File: src/verilog/alu_params.svh
`ifndef ALU_PARAMS_SVH
`define ALU_PARAMS_SVH
`define ALU_DATA_W 8
`define ALU_ADDR_W 7
`define ALU_BITSEL_W 3
`define ALU_NIBBLE_MSB 3
`define ALU_DEST_ACC 1'b0
`define ALU_DEST_REG 1'b1
`define ALU_ACC_RESET 8'h00
`define ALU_ZERO_BYTE 8'h00
`endif

File: src/verilog/alu_pkg.sv
package alu_pkg;
	typedef enum logic [2:0] {
		op_none = 3'h0,
		add_literal_to_acc = 3'h1,
		add_acc_to_reg = 3'h3,
		and_acc_with_reg = 3'h2,
		and_literal_to_acc = 3'h6,
		reg_bit_clear_op = 3'h7,
		reg_bit_set_op = 3'h5
	} op_e;
	typedef struct packed {
		op_e op;
		logic [7:0] literal;
		logic [6:0] addr;
		logic [2:0] bit_sel;
		logic dest;
	} instr_s;
	typedef struct packed {
		logic carry;
		logic nibble_carry_bit;
		logic zero;
	} flags_s;
endpackage

File: src/verilog/alu_add_and_bit_ops.sv
`timescale 1ns/1ps
`include "alu_params.svh"
// Summary of operation
// RULE_01: Add literal to accumulator; result to accumulator; update carry, nibble carry, zero.
// RULE_02: Add accumulator and addressed register; update carry, nibble carry, zero.
// RULE_03: AND accumulator with addressed register; only zero flag changes.
// RULE_04: AND literal with accumulator into accumulator; only zero flag changes.
// RULE_05: Bit clear forces selected bit of addressed register to zero; flags unchanged.
// RULE_06: Bit set forces selected bit of addressed register to one; flags unchanged.
// RULE_07: Register add/AND: destination 0 writes accumulator, 1 writes register back.
// RULE_08: Bit set/clear rewrite whole byte, keeping all other bits.
module alu_add_and_bit_ops #(
	parameter int DATA_W = `ALU_DATA_W
) (
	input wire logic clk,
	input wire logic rst_n,
	input wire logic instr_valid,
	input wire alu_pkg::instr_s instr,
	input wire logic [DATA_W-1:0] reg_rd_data,
	output logic [`ALU_ADDR_W-1:0] reg_rd_addr,
	output logic reg_wr_en,
	output logic [`ALU_ADDR_W-1:0] reg_wr_addr,
	output logic [DATA_W-1:0] reg_wr_data,
	output logic [DATA_W-1:0] acc,
	output alu_pkg::flags_s flags
);
	// ****************************************
	// Helpers
	// ****************************************
	function automatic logic [DATA_W:0] add_full(input logic [DATA_W-1:0] a, input logic [DATA_W-1:0] b);
		add_full = {1'b0, a} + {1'b0, b};
	endfunction

	function automatic logic nibble_cy(input logic [DATA_W-1:0] a, input logic [DATA_W-1:0] b);
		logic [`ALU_NIBBLE_MSB+1:0] s;
		s = {1'b0, a[`ALU_NIBBLE_MSB:0]} + {1'b0, b[`ALU_NIBBLE_MSB:0]};
		nibble_cy = s[`ALU_NIBBLE_MSB+1];
	endfunction

	// ****************************************
	// Datapath
	// ****************************************
	// Register read is combinational: address follows the instruction in the same cycle
	logic [DATA_W-1:0] acc_reg, acc_next;
	alu_pkg::flags_s flags_reg, flags_next;
	logic wr_en_reg, wr_en_next;
	logic [`ALU_ADDR_W-1:0] wr_addr_reg, wr_addr_next;
	logic [DATA_W-1:0] wr_data_reg, wr_data_next;
	logic [DATA_W:0] sum;
	logic [DATA_W-1:0] operand, result, bit_mask;

	assign reg_rd_addr = instr.addr;

	always_comb begin
		acc_next = acc_reg;
		flags_next = flags_reg;
		wr_en_next = 1'b0;
		wr_addr_next = instr.addr;
		wr_data_next = wr_data_reg;
		operand = (instr.op == alu_pkg::add_literal_to_acc || instr.op == alu_pkg::and_literal_to_acc)
			? instr.literal : reg_rd_data;
		sum = add_full(acc_reg, operand);
		result = operand;
		bit_mask = DATA_W'(1) << instr.bit_sel;
		if (instr_valid) begin
			unique case (instr.op)
				alu_pkg::add_literal_to_acc, alu_pkg::add_acc_to_reg: begin
					result = sum[DATA_W-1:0];
					flags_next.carry = sum[DATA_W]; // RULE_01 RULE_02
					flags_next.nibble_carry_bit = nibble_cy(acc_reg, operand); // RULE_01 RULE_02
					flags_next.zero = (result == `ALU_ZERO_BYTE); // RULE_01 RULE_02
				end
				alu_pkg::and_literal_to_acc, alu_pkg::and_acc_with_reg: begin
					result = acc_reg & operand;
					flags_next.zero = (result == `ALU_ZERO_BYTE); // RULE_03 RULE_04
				end
				alu_pkg::reg_bit_clear_op: begin
					result = reg_rd_data & ~bit_mask; // RULE_05 RULE_08
				end
				alu_pkg::reg_bit_set_op: begin
					result = reg_rd_data | bit_mask; // RULE_06 RULE_08
				end
				alu_pkg::op_none: begin
					result = operand;
				end
				// Unused op code from a faulty decoder acts as no operation
				default: begin
					result = operand;
				end
			endcase
			unique case (instr.op)
				alu_pkg::add_literal_to_acc, alu_pkg::and_literal_to_acc: begin
					acc_next = result; // RULE_01 RULE_04
				end
				alu_pkg::add_acc_to_reg, alu_pkg::and_acc_with_reg: begin
					// Destination bit picks accumulator or register write-back
					if (instr.dest == `ALU_DEST_ACC) begin
						acc_next = result; // RULE_07
					end else begin
						wr_en_next = 1'b1; // RULE_07
						wr_data_next = result;
					end
				end
				alu_pkg::reg_bit_clear_op, alu_pkg::reg_bit_set_op: begin
					wr_en_next = 1'b1; // RULE_08
					wr_data_next = result;
				end
				alu_pkg::op_none: begin
					wr_en_next = 1'b0;
				end
				default: begin
					wr_en_next = 1'b0;
				end
			endcase
		end
	end

	always_ff @(posedge clk or negedge rst_n) begin
		if (!rst_n) begin
			acc_reg <= `ALU_ACC_RESET;
			flags_reg <= '0;
			wr_en_reg <= 1'b0;
			wr_addr_reg <= '0;
			wr_data_reg <= '0;
		end else begin
			acc_reg <= acc_next;
			flags_reg <= flags_next;
			wr_en_reg <= wr_en_next;
			wr_addr_reg <= wr_addr_next;
			wr_data_reg <= wr_data_next;
		end
	end

	assign acc = acc_reg;
	assign flags = flags_reg;
	assign reg_wr_en = wr_en_reg;
	assign reg_wr_addr = wr_addr_reg;
	assign reg_wr_data = wr_data_reg;
endmodule

File: config.mk
export PLATFORM = sky130hd
export DESIGN_NAME = alu_add_and_bit_ops
export DESIGN_NICKNAME = d
export VERILOG_FILES = /design/src/verilog/alu_pkg.sv /design/src/verilog/alu_add_and_bit_ops.sv
export VERILOG_INCLUDE_DIRS = /design/src /design/src/verilog
export SDC_FILE = /design/constraint.sdc
export NUM_CORES = 1
export LEC_CHECK = 0
export ABC_AREA = 1
export BUFFER_PORTS_ARGS = -buffer_cell sky130_fd_sc_hd__buf_2
export CAP_MARGIN = 10
export CORE_UTILIZATION = 55
export CTS_CLUSTER_DIAMETER = 80
export DETAILED_ROUTE_END_ITERATION = 7
export GPL_TIMING_DRIVEN = 0
export PLACE_DENSITY_LB_ADDON = 0.12
export SYNTH_ARGS = -nofsm -noshare
export SYNTH_HDL_FRONTEND = slang
export SYNTH_SLANG_ARGS = --single-unit
File: constraint.sdc
create_clock -name clk -period 5.5 [get_ports clk]
set_clock_uncertainty 0.15 [all_clocks]
set_input_delay 0 -clock clk [delete_from_list [all_inputs] [get_ports clk]]
set_output_delay 0 -clock clk [all_outputs]
set_load 0.1 [all_outputs]
## Yosys cells after proc, flatten, opt, wreduce, memory -nomap -nowiden

Cells that the tools add are included.

| cells by class | value |
|---|---|
| order comparisons | 0 |
| mux-type cells | 10 |
| bitwise logic cells | 4 |
| add/subtract/negate cells | 2 |
| reduce and logical (&&, ||, !) cells | 15 |
| shift-type cells | 1 |
| equality and inequality tests | 8 |
| divide/modulo/power cells | 0 |
| multiply operators | 0 |

Operators with widths:

| kind | number |
|---|---|
| 8-bit case mux with 2 select lines | 2 |
| 8-bit case mux with 4 select lines | 1 |
| 8-bit two-way mux | 3 |
| 8-bit AND | 2 |
| 8-bit logical NOT | 2 |
| 2-bit OR reduction | 5 |
| 8-bit by 8-bit adder with 9-bit output | 1 |
| 3-bit == test, second input constant | 3 |
| 8-bit NOT | 1 |
| 8-bit bitwise OR | 1 |
| 1-bit by 3-bit left shift with 8-bit output, first input constant | 1 |
| 3-bit by 2-bit == test with 1-bit output, second input constant | 2 |
| 3-bit AND reduction | 2 |
| 2-bit nonzero test | 3 |
| 4-bit by 4-bit adder with 5-bit output | 1 |
| 2-bit inequality test, second input constant | 2 |
| 1-bit case mux with 2 select lines | 2 |
| 2-bit AND reduction | 2 |
| 3-bit by 1-bit == test with 1-bit output, second input constant | 1 |
| 1-bit two-way mux | 2 |
| 1-bit logical OR | 1 |

| storage, ports and cells | value |
|---|---|
| flip-flop bits (word level) | 27 |
| memories kept | 0 |
| bits of input ports | 33 |
| memory bits (writable) | 0 |
| bits in read-only memories | 0 |
| bits in latches | 0 |
| word-level logic and storage cells | 47 |
| output and inout port bits | 34 |

## Depth between registers and ports, before layout

Gate-level depths: netlist of run 1.

| depth | value |
|---|---|
| depth after elaboration | 7 |
| depth in mapped cells | 21 |
| mapped depth without buffers | 19 |

## Worst setup path after synthesis of run 1

OpenSTA, ideal clock, no wires.

| timing path | value |
|---|---|
| path type | reg-to-reg |
| start | register acc_reg[0] (netlist: acc[0]) |
| end | register wr_data_reg[6] (netlist: reg_wr_data[6]) |
| required time | 5.282 ns |
| period minus slack after synthesis | 2.587 ns |
| library setup time | 0.068 ns |
| stages on the path, launching flop included | 15 |
| slack | 2.913 ns |
| arrival | 2.369 ns |
| buffers on the path | 0 |
| cell sequence | dfrtp_1 -> ha_1 -> inv_1 -> fa_1 -> inv_1 -> nand2_1 -> nand2_1 -> nand3_1 -> nand2_1 -> nand2_1 -> nand2_1 -> nand2_1 -> nand2_1 -> nand3_1 -> nand2_1 |

| between the ends | value |
|---|---|
| longest elaborated chain between the ends | 4 |

RTL lines:

| element | RTL line | text |
|---|---|---|
| from (decl) | alu_add_and_bit_ops.sv:44 | `logic [DATA_W-1:0] acc_reg, acc_next;` |
| from (signal assigned) | alu_add_and_bit_ops.sv:120 | `` acc_reg <= `ALU_ACC_RESET; `` |
| from (signal assigned) | alu_add_and_bit_ops.sv:126 | `acc_reg <= acc_next;` |
| 8-bit by 8-bit adder with 9-bit output * | alu_add_and_bit_ops.sv:31 | `add_full = {1'b0, a} + {1'b0, b};` |
| 8-bit case mux with 4 select lines * | alu_add_and_bit_ops.sv:66 | `unique case (instr.op)` |
| 8-bit two-way mux | alu_add_and_bit_ops.sv:97 | `` if (instr.dest == `ALU_DEST_ACC) begin `` |
| 8-bit case mux with 2 select lines * | alu_add_and_bit_ops.sv:91 | `unique case (instr.op)` |
| to (signal assigned) | alu_add_and_bit_ops.sv:130 | `wr_data_reg <= wr_data_next;` |
| to (decl) | alu_add_and_bit_ops.sv:48 | `logic [DATA_W-1:0] wr_data_reg, wr_data_next;` |

Mark *: on every way between the ends. The rest lies on a longest branch, timed or not. The select of a mux whose other input is x is not followed.
A chain may end at the register's enable or synchronous reset.

## Worst setup path after layout of run 1

| timing path | value |
|---|---|
| start | input instr[20] (netlist name) |
| end | register wr_data_reg[6] (netlist: reg_wr_data[6]) |

| between the ends | value |
|---|---|
| longest elaborated chain between the ends | 7 |
| elaborated cells between the ends (all ways) | 20 |
| classes of those cells | 1 x add/sub; 7 x eq/ne; 4 x mux; 1 x bitwise; 7 x reduce/logical |

RTL lines:

| element | RTL line | text |
|---|---|---|
| from (decl) | alu_add_and_bit_ops.sv:18 | `input wire alu_pkg::instr_s instr,` |
| 3-bit by 1-bit == test with 1-bit output / 3-bit == test (equally long branches) | alu_add_and_bit_ops.sv:60, alu_add_and_bit_ops.sv:66 |  |
| 1-bit logical OR | alu_add_and_bit_ops.sv:60 | `operand = (instr.op == alu_pkg::add_literal_to_acc \|\| instr.op == alu_pkg::and_literal_to_acc)` |
| 8-bit two-way mux | alu_add_and_bit_ops.sv:61 | `? instr.literal : reg_rd_data;` |
| 8-bit by 8-bit adder with 9-bit output / 8-bit AND (equally long branches) | alu_add_and_bit_ops.sv:31, alu_add_and_bit_ops.sv:74 |  |
| 8-bit case mux with 4 select lines | alu_add_and_bit_ops.sv:66 |  |
| 8-bit two-way mux | alu_add_and_bit_ops.sv:97 |  |
| 8-bit case mux with 2 select lines | alu_add_and_bit_ops.sv:91 |  |

Several ways; a longest one is shown, not always the timed one. The select of a mux whose other input is x is not followed.

==> flow_metrics.env, run 1 <==
export IMPL_wirelength_um=5310
export IMPL_fin_area_um2=2520
export IMPL_maxSlewHeadroom=0.616
export IMPL_grt_start_max_net_pins=28
export IMPL_p_leak_uw=0.00144
export IMPL_syn_cell_area_um2=2010
export IMPL_hold_depth=6
export IMPL_rsz0062_at_grt="no"
export IMPL_vdd_drop_max_mv=0.280
export IMPL_synth_seq_cells=27
export IMPL_post_cts_repair_setup_buffers=0
export IMPL_synth_edff_count=0
export IMPL_floorplan_die_height_um=62.4
export IMPL_fin_crit_sh=0.525
export IMPL_synth_ff_type="dfrtp_1"
export IMPL_setup_viol=0
export IMPL_hold_viol_final=0
export IMPL_antenna_left=0
export IMPL_rows=21
export IMPL_drive_gt1_frac=0.259
export IMPL_place_area_um2=2390
export IMPL_slew_viol_final=0
export IMPL_grt_ovfl_total=0
export IMPL_r2r_end="reg_wr_data[6]$_DFFE_PN0P_"
export IMPL_drt_iter0_drc=165
export IMPL_drc=0
export IMPL_worst_hold_path_endpoint="reg_wr_data[0]$_DFFE_PN0P_"
export IMPL_initial_core_util=0.588
export IMPL_mostFrequentLayoutCells="89 x nand2_1, 64 x buf_2, 39 x inv_1"
export IMPL_r2r_cells=14
export IMPL_reg2reg_slack_ns=3.31
export IMPL_cts_tree="built"
export IMPL_cts_buffer_depth=2
export IMPL_core_area_um2=3420
export IMPL_dp_hpwl_um=4190
export IMPL_io_pins=67
export IMPL_clockRootBuffer="clkbuf_4"
export IMPL_timing_rr_start="acc[0]$_DFFE_PN0P_"
export IMPL_dieWidth_um=62.4
export IMPL_nets=411
export IMPL_yosys_top_cells_area="dfrtp_1 34%, nand2_1 17%, nand3_1 9.2%"
export IMPL_grt_usage=0.286
export IMPL_clock_sinks=27
export IMPL_ys_warn_count=0
export IMPL_fin_crit_ns=2.89
export IMPL_critPathMaxFanout=10
export IMPL_p_per_area_nw_per_um2=369
export IMPL_vias_per_cell=5.18
export IMPL_syn_nets=331
export IMPL_clkSlewWorstSetupHoldPaths_ns=0.14
export IMPL_criticalPathCategory="in2reg"
export IMPL_maxCapViolCount=0
export IMPL_wl_per_cell_um=12.9
export IMPL_vias=2141
export IMPL_async_flop_share=1.00
export IMPL_power_uw=930
export IMPL_postSynthAreaPerCell_um2=6.97
export IMPL_nFillCells=301
export IMPL_tns_ns=0
export IMPL_antenna_found_initial=0
export IMPL_min_path_type="in2reg"
export IMPL_port_buffers=64
export IMPL_clock_latency_ns=0.31
export IMPL_syn2layout_area_growth_pct=25.6
export IMPL_antenna_cells=0
export IMPL_cp_arrival_ns=3.00
export IMPL_grt_pass1_wl_um=8750
export IMPL_worst_endpoint_required_ns=5.62
export IMPL_die_area_um2=3900
export IMPL_synth_cell_type_count=30
export IMPL_synthCells=288
export IMPL_layout_commonest_cell="nand2_1"
export IMPL_gp_congestion=0.943
export IMPL_worstSetupEndpointType="register"
export IMPL_worstSetupStartpointType="input pin"
export IMPL_worstMarginPinSlew_ns=0.576
export IMPL_grt_pass1_vias=1902
export IMPL_status="completed"
export IMPL_drtPass1Iterations=5
export IMPL_cts_buffers=3
export IMPL_yosys_area_top_type_share=0.336
export IMPL_ys_seq_area_frac=0.336
export IMPL_htreeDepth=1
export IMPL_synth_top_area_cell="dfrtp_1"
export IMPL_max_freq_mhz=346
export IMPL_hp_start="instr[11]"
[final cells by class]
cell class | instances | area [µm²] | area share
Tap cell | 46 | 57.6 | 0.0228
Sequential cell | 27 | 676 | 0.268
Inverter | 42 | 165 | 0.0655
Multi-Input combinational cell | 209 | 1080 | 0.429
Timing Repair Buffer | 75 | 430 | 0.171
Clock buffer | 4 | 26.3 | 0.0104
Buffer | 10 | 86.3 | 0.0342
[power by group]
| group | switching [µW] | leakage [µW] | internal (µW) | total [µW] |
|---|---|---|---|---|
| Combinational | 464 | 0.00109 | 127 | 591 |
| Clock | 52.3 | 0.0000150 | 28.3 | 80.6 |
| Sequential | 24.9 | 0.000335 | 233 | 258 |
| Total | 541 | 0.00144 | 389 | 930 |
[how the worst max path moves through the flow]
stage | startpoint | end | slack, ns | depth (start not counted)
2_1_floorplan | acc[0]$_DFFE_PN0P_ | reg_wr_data[6]$_DFFE_PN0P_ | 2.91 | 14
3_3_place_gp | instr[19] | reg_wr_data[6]$_DFFE_PN0P_ | 2.86 | 21
3_5_place_dp | instr[19] | reg_wr_data[6]$_DFFE_PN0P_ | 2.86 | 21
4_1_cts | instr[20] | reg_wr_data[6]$_DFFE_PN0P_ | 2.63 | 22
5_1_grt | instr[20] | reg_wr_data[6]$_DFFE_PN0P_ | 2.36 | 21
6_report | instr[20] | reg_wr_data[6]$_DFFE_PN0P_ | 2.61 | 22
[cells by family after synthesis]
group	share of synthesized area
and+or+nand+nor	0.336
buffers and inverters	0.125
AOI/OAI and AO/OA	0.132
DFF	0.336
adders and majority gates	0.0660
xor gates and xnor gates	0.00436
[critical path, cell delays in order]
cell and delay [ns]:
dlygate4sd3_1 0.55, buf_6 0.16, inv_4 0.10, nand3_2 0.13, o21ai_4 0.15, buf_6 0.19, nand2_1 0.07, o21ai_2 0.07
ha_1 0.22, inv_1 0.10, fa_1 0.42, inv_1 0.09, nand2_1 0.05, nand2_1 0.09, nand3_1 0.09, nand2_1 0.09
nand2_1 0.05, nand2_1 0.07, nand2_1 0.05, nand2_1 0.10, nand3_1 0.08, nand2_1 0.08
[repair_timing]
item	CTS	global route
hold endpoints to repair	38	0
hold buffers	11	0
resized for setup	0	0
[layer usage]
layer	global-route usage	wire, µm	up-vias
met3	0.0474	422	6
met5	0	0	-
met2	0.481	2540	99
li1	-	-	1079
met1	0.391	2290	957
met4	0.0552	61	0
[stage by stage]
step / cells / hold WS [ns] / util / setup WS (ns)
5_1_grt: 413 / 0.0136 / 0.738 / 2.36
2_1_floorplan: 288 / -0.446 / - / 2.91
3_3_place_gp: 398 / -0.122 / 0.699 / 2.86
3_5_place_dp: 398 / -0.120 / 0.699 / 2.86
4_1_cts: 413 / 0.00479 / 0.738 / 2.63
6_report: 413 / 0.0146 / 0.738 / 2.61
[cell usage after synthesis, types with 2 or more instances]
| library cell | count |
|---|---|
| nand2_1 | 89 |
| inv_1 | 39 |
| nand3_1 | 37 |
| dfrtp_1 | 27 |
| a21oi_1 | 19 |
| nor2_1 | 16 |
| ha_1 | 9 |
| o21ai_0 | 8 |
| buf_4 | 7 |
| o21ai_2 | 6 |
| or2_2 | 4 |
| buf_6 | 3 |
| o21ai_1 | 3 |
| or2_1 | 3 |
| nand4_1 | 2 |
| o211ai_1 | 2 |
Power figures use the tool's default switching activity.
==> inputs of run 2 (changes only) <==
--- a/config.mk
+++ b/config.mk
@@ -9,7 +9,7 @@
 export ABC_AREA = 1
 export BUFFER_PORTS_ARGS = -buffer_cell sky130_fd_sc_hd__buf_2
 export CAP_MARGIN = 10
-export CORE_UTILIZATION = 55
+export CORE_UTILIZATION = 51
 export CTS_CLUSTER_DIAMETER = 80
 export DETAILED_ROUTE_END_ITERATION = 7
 export GPL_TIMING_DRIVEN = 0
==> constraint.sdc (replaced) <==
create_clock -name clk -period 2.77 [get_ports clk]
set_clock_uncertainty 0.15 [all_clocks]
set_input_delay 0 -clock clk [delete_from_list [all_inputs] [get_ports clk]]
set_output_delay 0 -clock clk [all_outputs]
set_load 0.1 [all_outputs]
==> flow_metrics.env, run 2 (synthesized netlist as in run 1, its figures left out) <==
export IMPL_status="completed"
export IMPL_drtPass1Iterations=4
export IMPL_wl_per_cell_um=12.5
export IMPL_floorplan_die_height_um=64.8
export IMPL_clkSlewWorstSetupHoldPaths_ns=0.09
export IMPL_worstMarginPinSlew_ns=0.580
export IMPL_grt_ovfl_total=0
export IMPL_r2r_end="acc[6]$_DFFE_PN0P_"
export IMPL_rsz0062_at_grt="no"
export IMPL_placed_cells=400
export IMPL_cpLargestDelayFamily="simple AND/OR/NAND/NOR gates"
export IMPL_crit_start="instr[19]"
export IMPL_rows=22
export IMPL_power_uw=1900
export IMPL_syn2layout_area_growth_pct=26.4
export IMPL_whs_ns=0.0209
export IMPL_grt_pass1_wl_um=8830
export IMPL_reg2reg_slack_ns=0.59
export IMPL_nets=410
export IMPL_worstSetupStartpointType="input pin"
export IMPL_maxCapViolCount=0
export IMPL_p_per_area_nw_per_um2=747
export IMPL_crit_chain="buf_6 -> clkinv_4 -> nand2_4 -> o21ai_4 -> buf_6 -> nand2_1 -> o21ai_2 -> ha_1 -> inv_1 -> fa_1 -> inv_1 -> nand2_1 -> nand2_1 -> nand3_1 -> nand2_1 -> nand2_1 -> nand2_1 -> nand2_1 -> nand2_1 -> nand3_1 -> nand2_1"
export IMPL_worst_endpoint_required_ns=2.83
export IMPL_layout_commonest_cell="nand2_1"
export IMPL_clock_sinks=27
export IMPL_grt_pass1_vias=1988
export IMPL_final_core_util=0.683
export IMPL_cp_depth=21
export IMPL_port_buffers=64
export IMPL_vias_per_cell=5.09
export IMPL_vias=2108
export IMPL_gp_congestion=0.918
export IMPL_antenna_left=0
export IMPL_mostFrequentLayoutCells="89 x nand2_1, 64 x buf_2, 39 x inv_1"
export IMPL_min_path_type="in2reg"
export IMPL_htreeDepth=1
export IMPL_endpoint="acc[6]$_DFFE_PN0P_"
export IMPL_post_cts_repair_setup_buffers=0
export IMPL_cpPeakStageDelay_ns=0.42
export IMPL_antenna_cells=0
export IMPL_drt_iter0_drc=128
export IMPL_worstSetupEndpointType="register"
export IMPL_drive_gt1_frac=0.262
export IMPL_fin_crit_ns=2.39
export IMPL_fin_crit_sh=0.864
export IMPL_drc=0
export IMPL_fin_cells=414
export IMPL_p_leak_uw=0.00144
export IMPL_cts_tree="built"
export IMPL_criticalPathCategory="in2reg"
export IMPL_dp_hpwl_um=4290
export IMPL_nFillCells=348
export IMPL_maxSlewHeadroom=0.613
export IMPL_critPathMaxFanout=10
export IMPL_cts_buffers=3
export IMPL_max_freq_mhz=418
export IMPL_core_area_um2=3720
export IMPL_crit_buf_inv=5
export IMPL_cp_arrival_ns=2.46
export IMPL_path_common_cell="nand2_1"
export IMPL_grt_usage=0.271
export IMPL_slowest_stage="fa_1"
export IMPL_die_area_um2=4190
export IMPL_grt_start_max_net_pins=28
export IMPL_cts_buffer_depth=2
export IMPL_dieWidth_um=64.8
export IMPL_antenna_found_initial=0
export IMPL_hold_viol_final=0
export IMPL_clockRootBuffer="clkbuf_8"
export IMPL_setup_viol=0
export IMPL_tns_ns=0
export IMPL_wirelength_um=5180
export IMPL_clock_latency_ns=0.27
export IMPL_io_pins=67
export IMPL_r2r_cells=14
export IMPL_initial_core_util=0.540
export IMPL_vdd_drop_max_mv=0.657
export IMPL_timing_rr_start="acc[0]$_DFFE_PN0P_"
export IMPL_slew_viol_final=0
run 2: final cells by class:
cell class | count | area (µm²) | share of cell area
clock inverter | 1 | 7.51 | 0.00296
timing repair buffer | 74 | 420 | 0.166
clock buffer | 3 | 41.3 | 0.0163
inverter | 42 | 165 | 0.0651
buffer | 10 | 86.3 | 0.0340
sequential | 27 | 676 | 0.266
multi-input combinational | 209 | 1080 | 0.426
tap | 48 | 60.1 | 0.0237
run 2: per-stage QoR:
step                      area, µm²  setup slack, ns
after floorplan                2010            0.183
after global placement         2390            0.131
after detailed placement       2390            0.112
after CTS                      2540            0.391
after global routing           2540            0.184
final                          2540            0.378
run 2: metal layers:
metal | vias up | share of wire | track usage
li1 | 1074 | - | -
met1 | 955 | 0.44 | 0.370
met2 | 71 | 0.47 | 0.452
met3 | 8 | 0.063 | 0.0352
met4 | 0 | 0.020 | 0.0694
met5 | - | 0 | 0
run 2: repair_timing:
item	in CTS	in global routing
hold buffers	10	0
resized for setup	0	0
endpoints found under the hold margin	37	0
run 2: report_power, final:
group          switching [µW]  total, µW  internal, µW
registers                47.6        511           464
clock network             119        221           102
logic                     913       1160           251
run 2: worst register-to-register path, cell delays in order, from the launching register on:
cell and delay [ns]:
dfrtp_1 0.38, ha_1 0.21, inv_1 0.09, fa_1 0.42, inv_1 0.09, nand2_1 0.05, nand2_1 0.09, nand3_1 0.11
nand2_1 0.09, nand2_1 0.05, nand2_1 0.07, nand2_1 0.05, nand2_1 0.12, nand3_1 0.09, nand2_1 0.07
run 2: worst min path at each step:
stage | startpoint | endpoint | slack, ns | depth (start not counted)
detailed placement | rst_n | flags[1]$_DFFE_PN0P_ | -0.12 | 1
global placement | rst_n | flags[1]$_DFFE_PN0P_ | -0.11 | 1
finish | instr[21] | reg_wr_en$_DFF_PN0_ | 0.02 | 3
global route | instr[21] | reg_wr_en$_DFF_PN0_ | 0.05 | 3
floorplan | rst_n | acc[0]$_DFFE_PN0P_ | -0.45 | 0
CTS | instr[21] | reg_wr_en$_DFF_PN0_ | 0.03 | 3
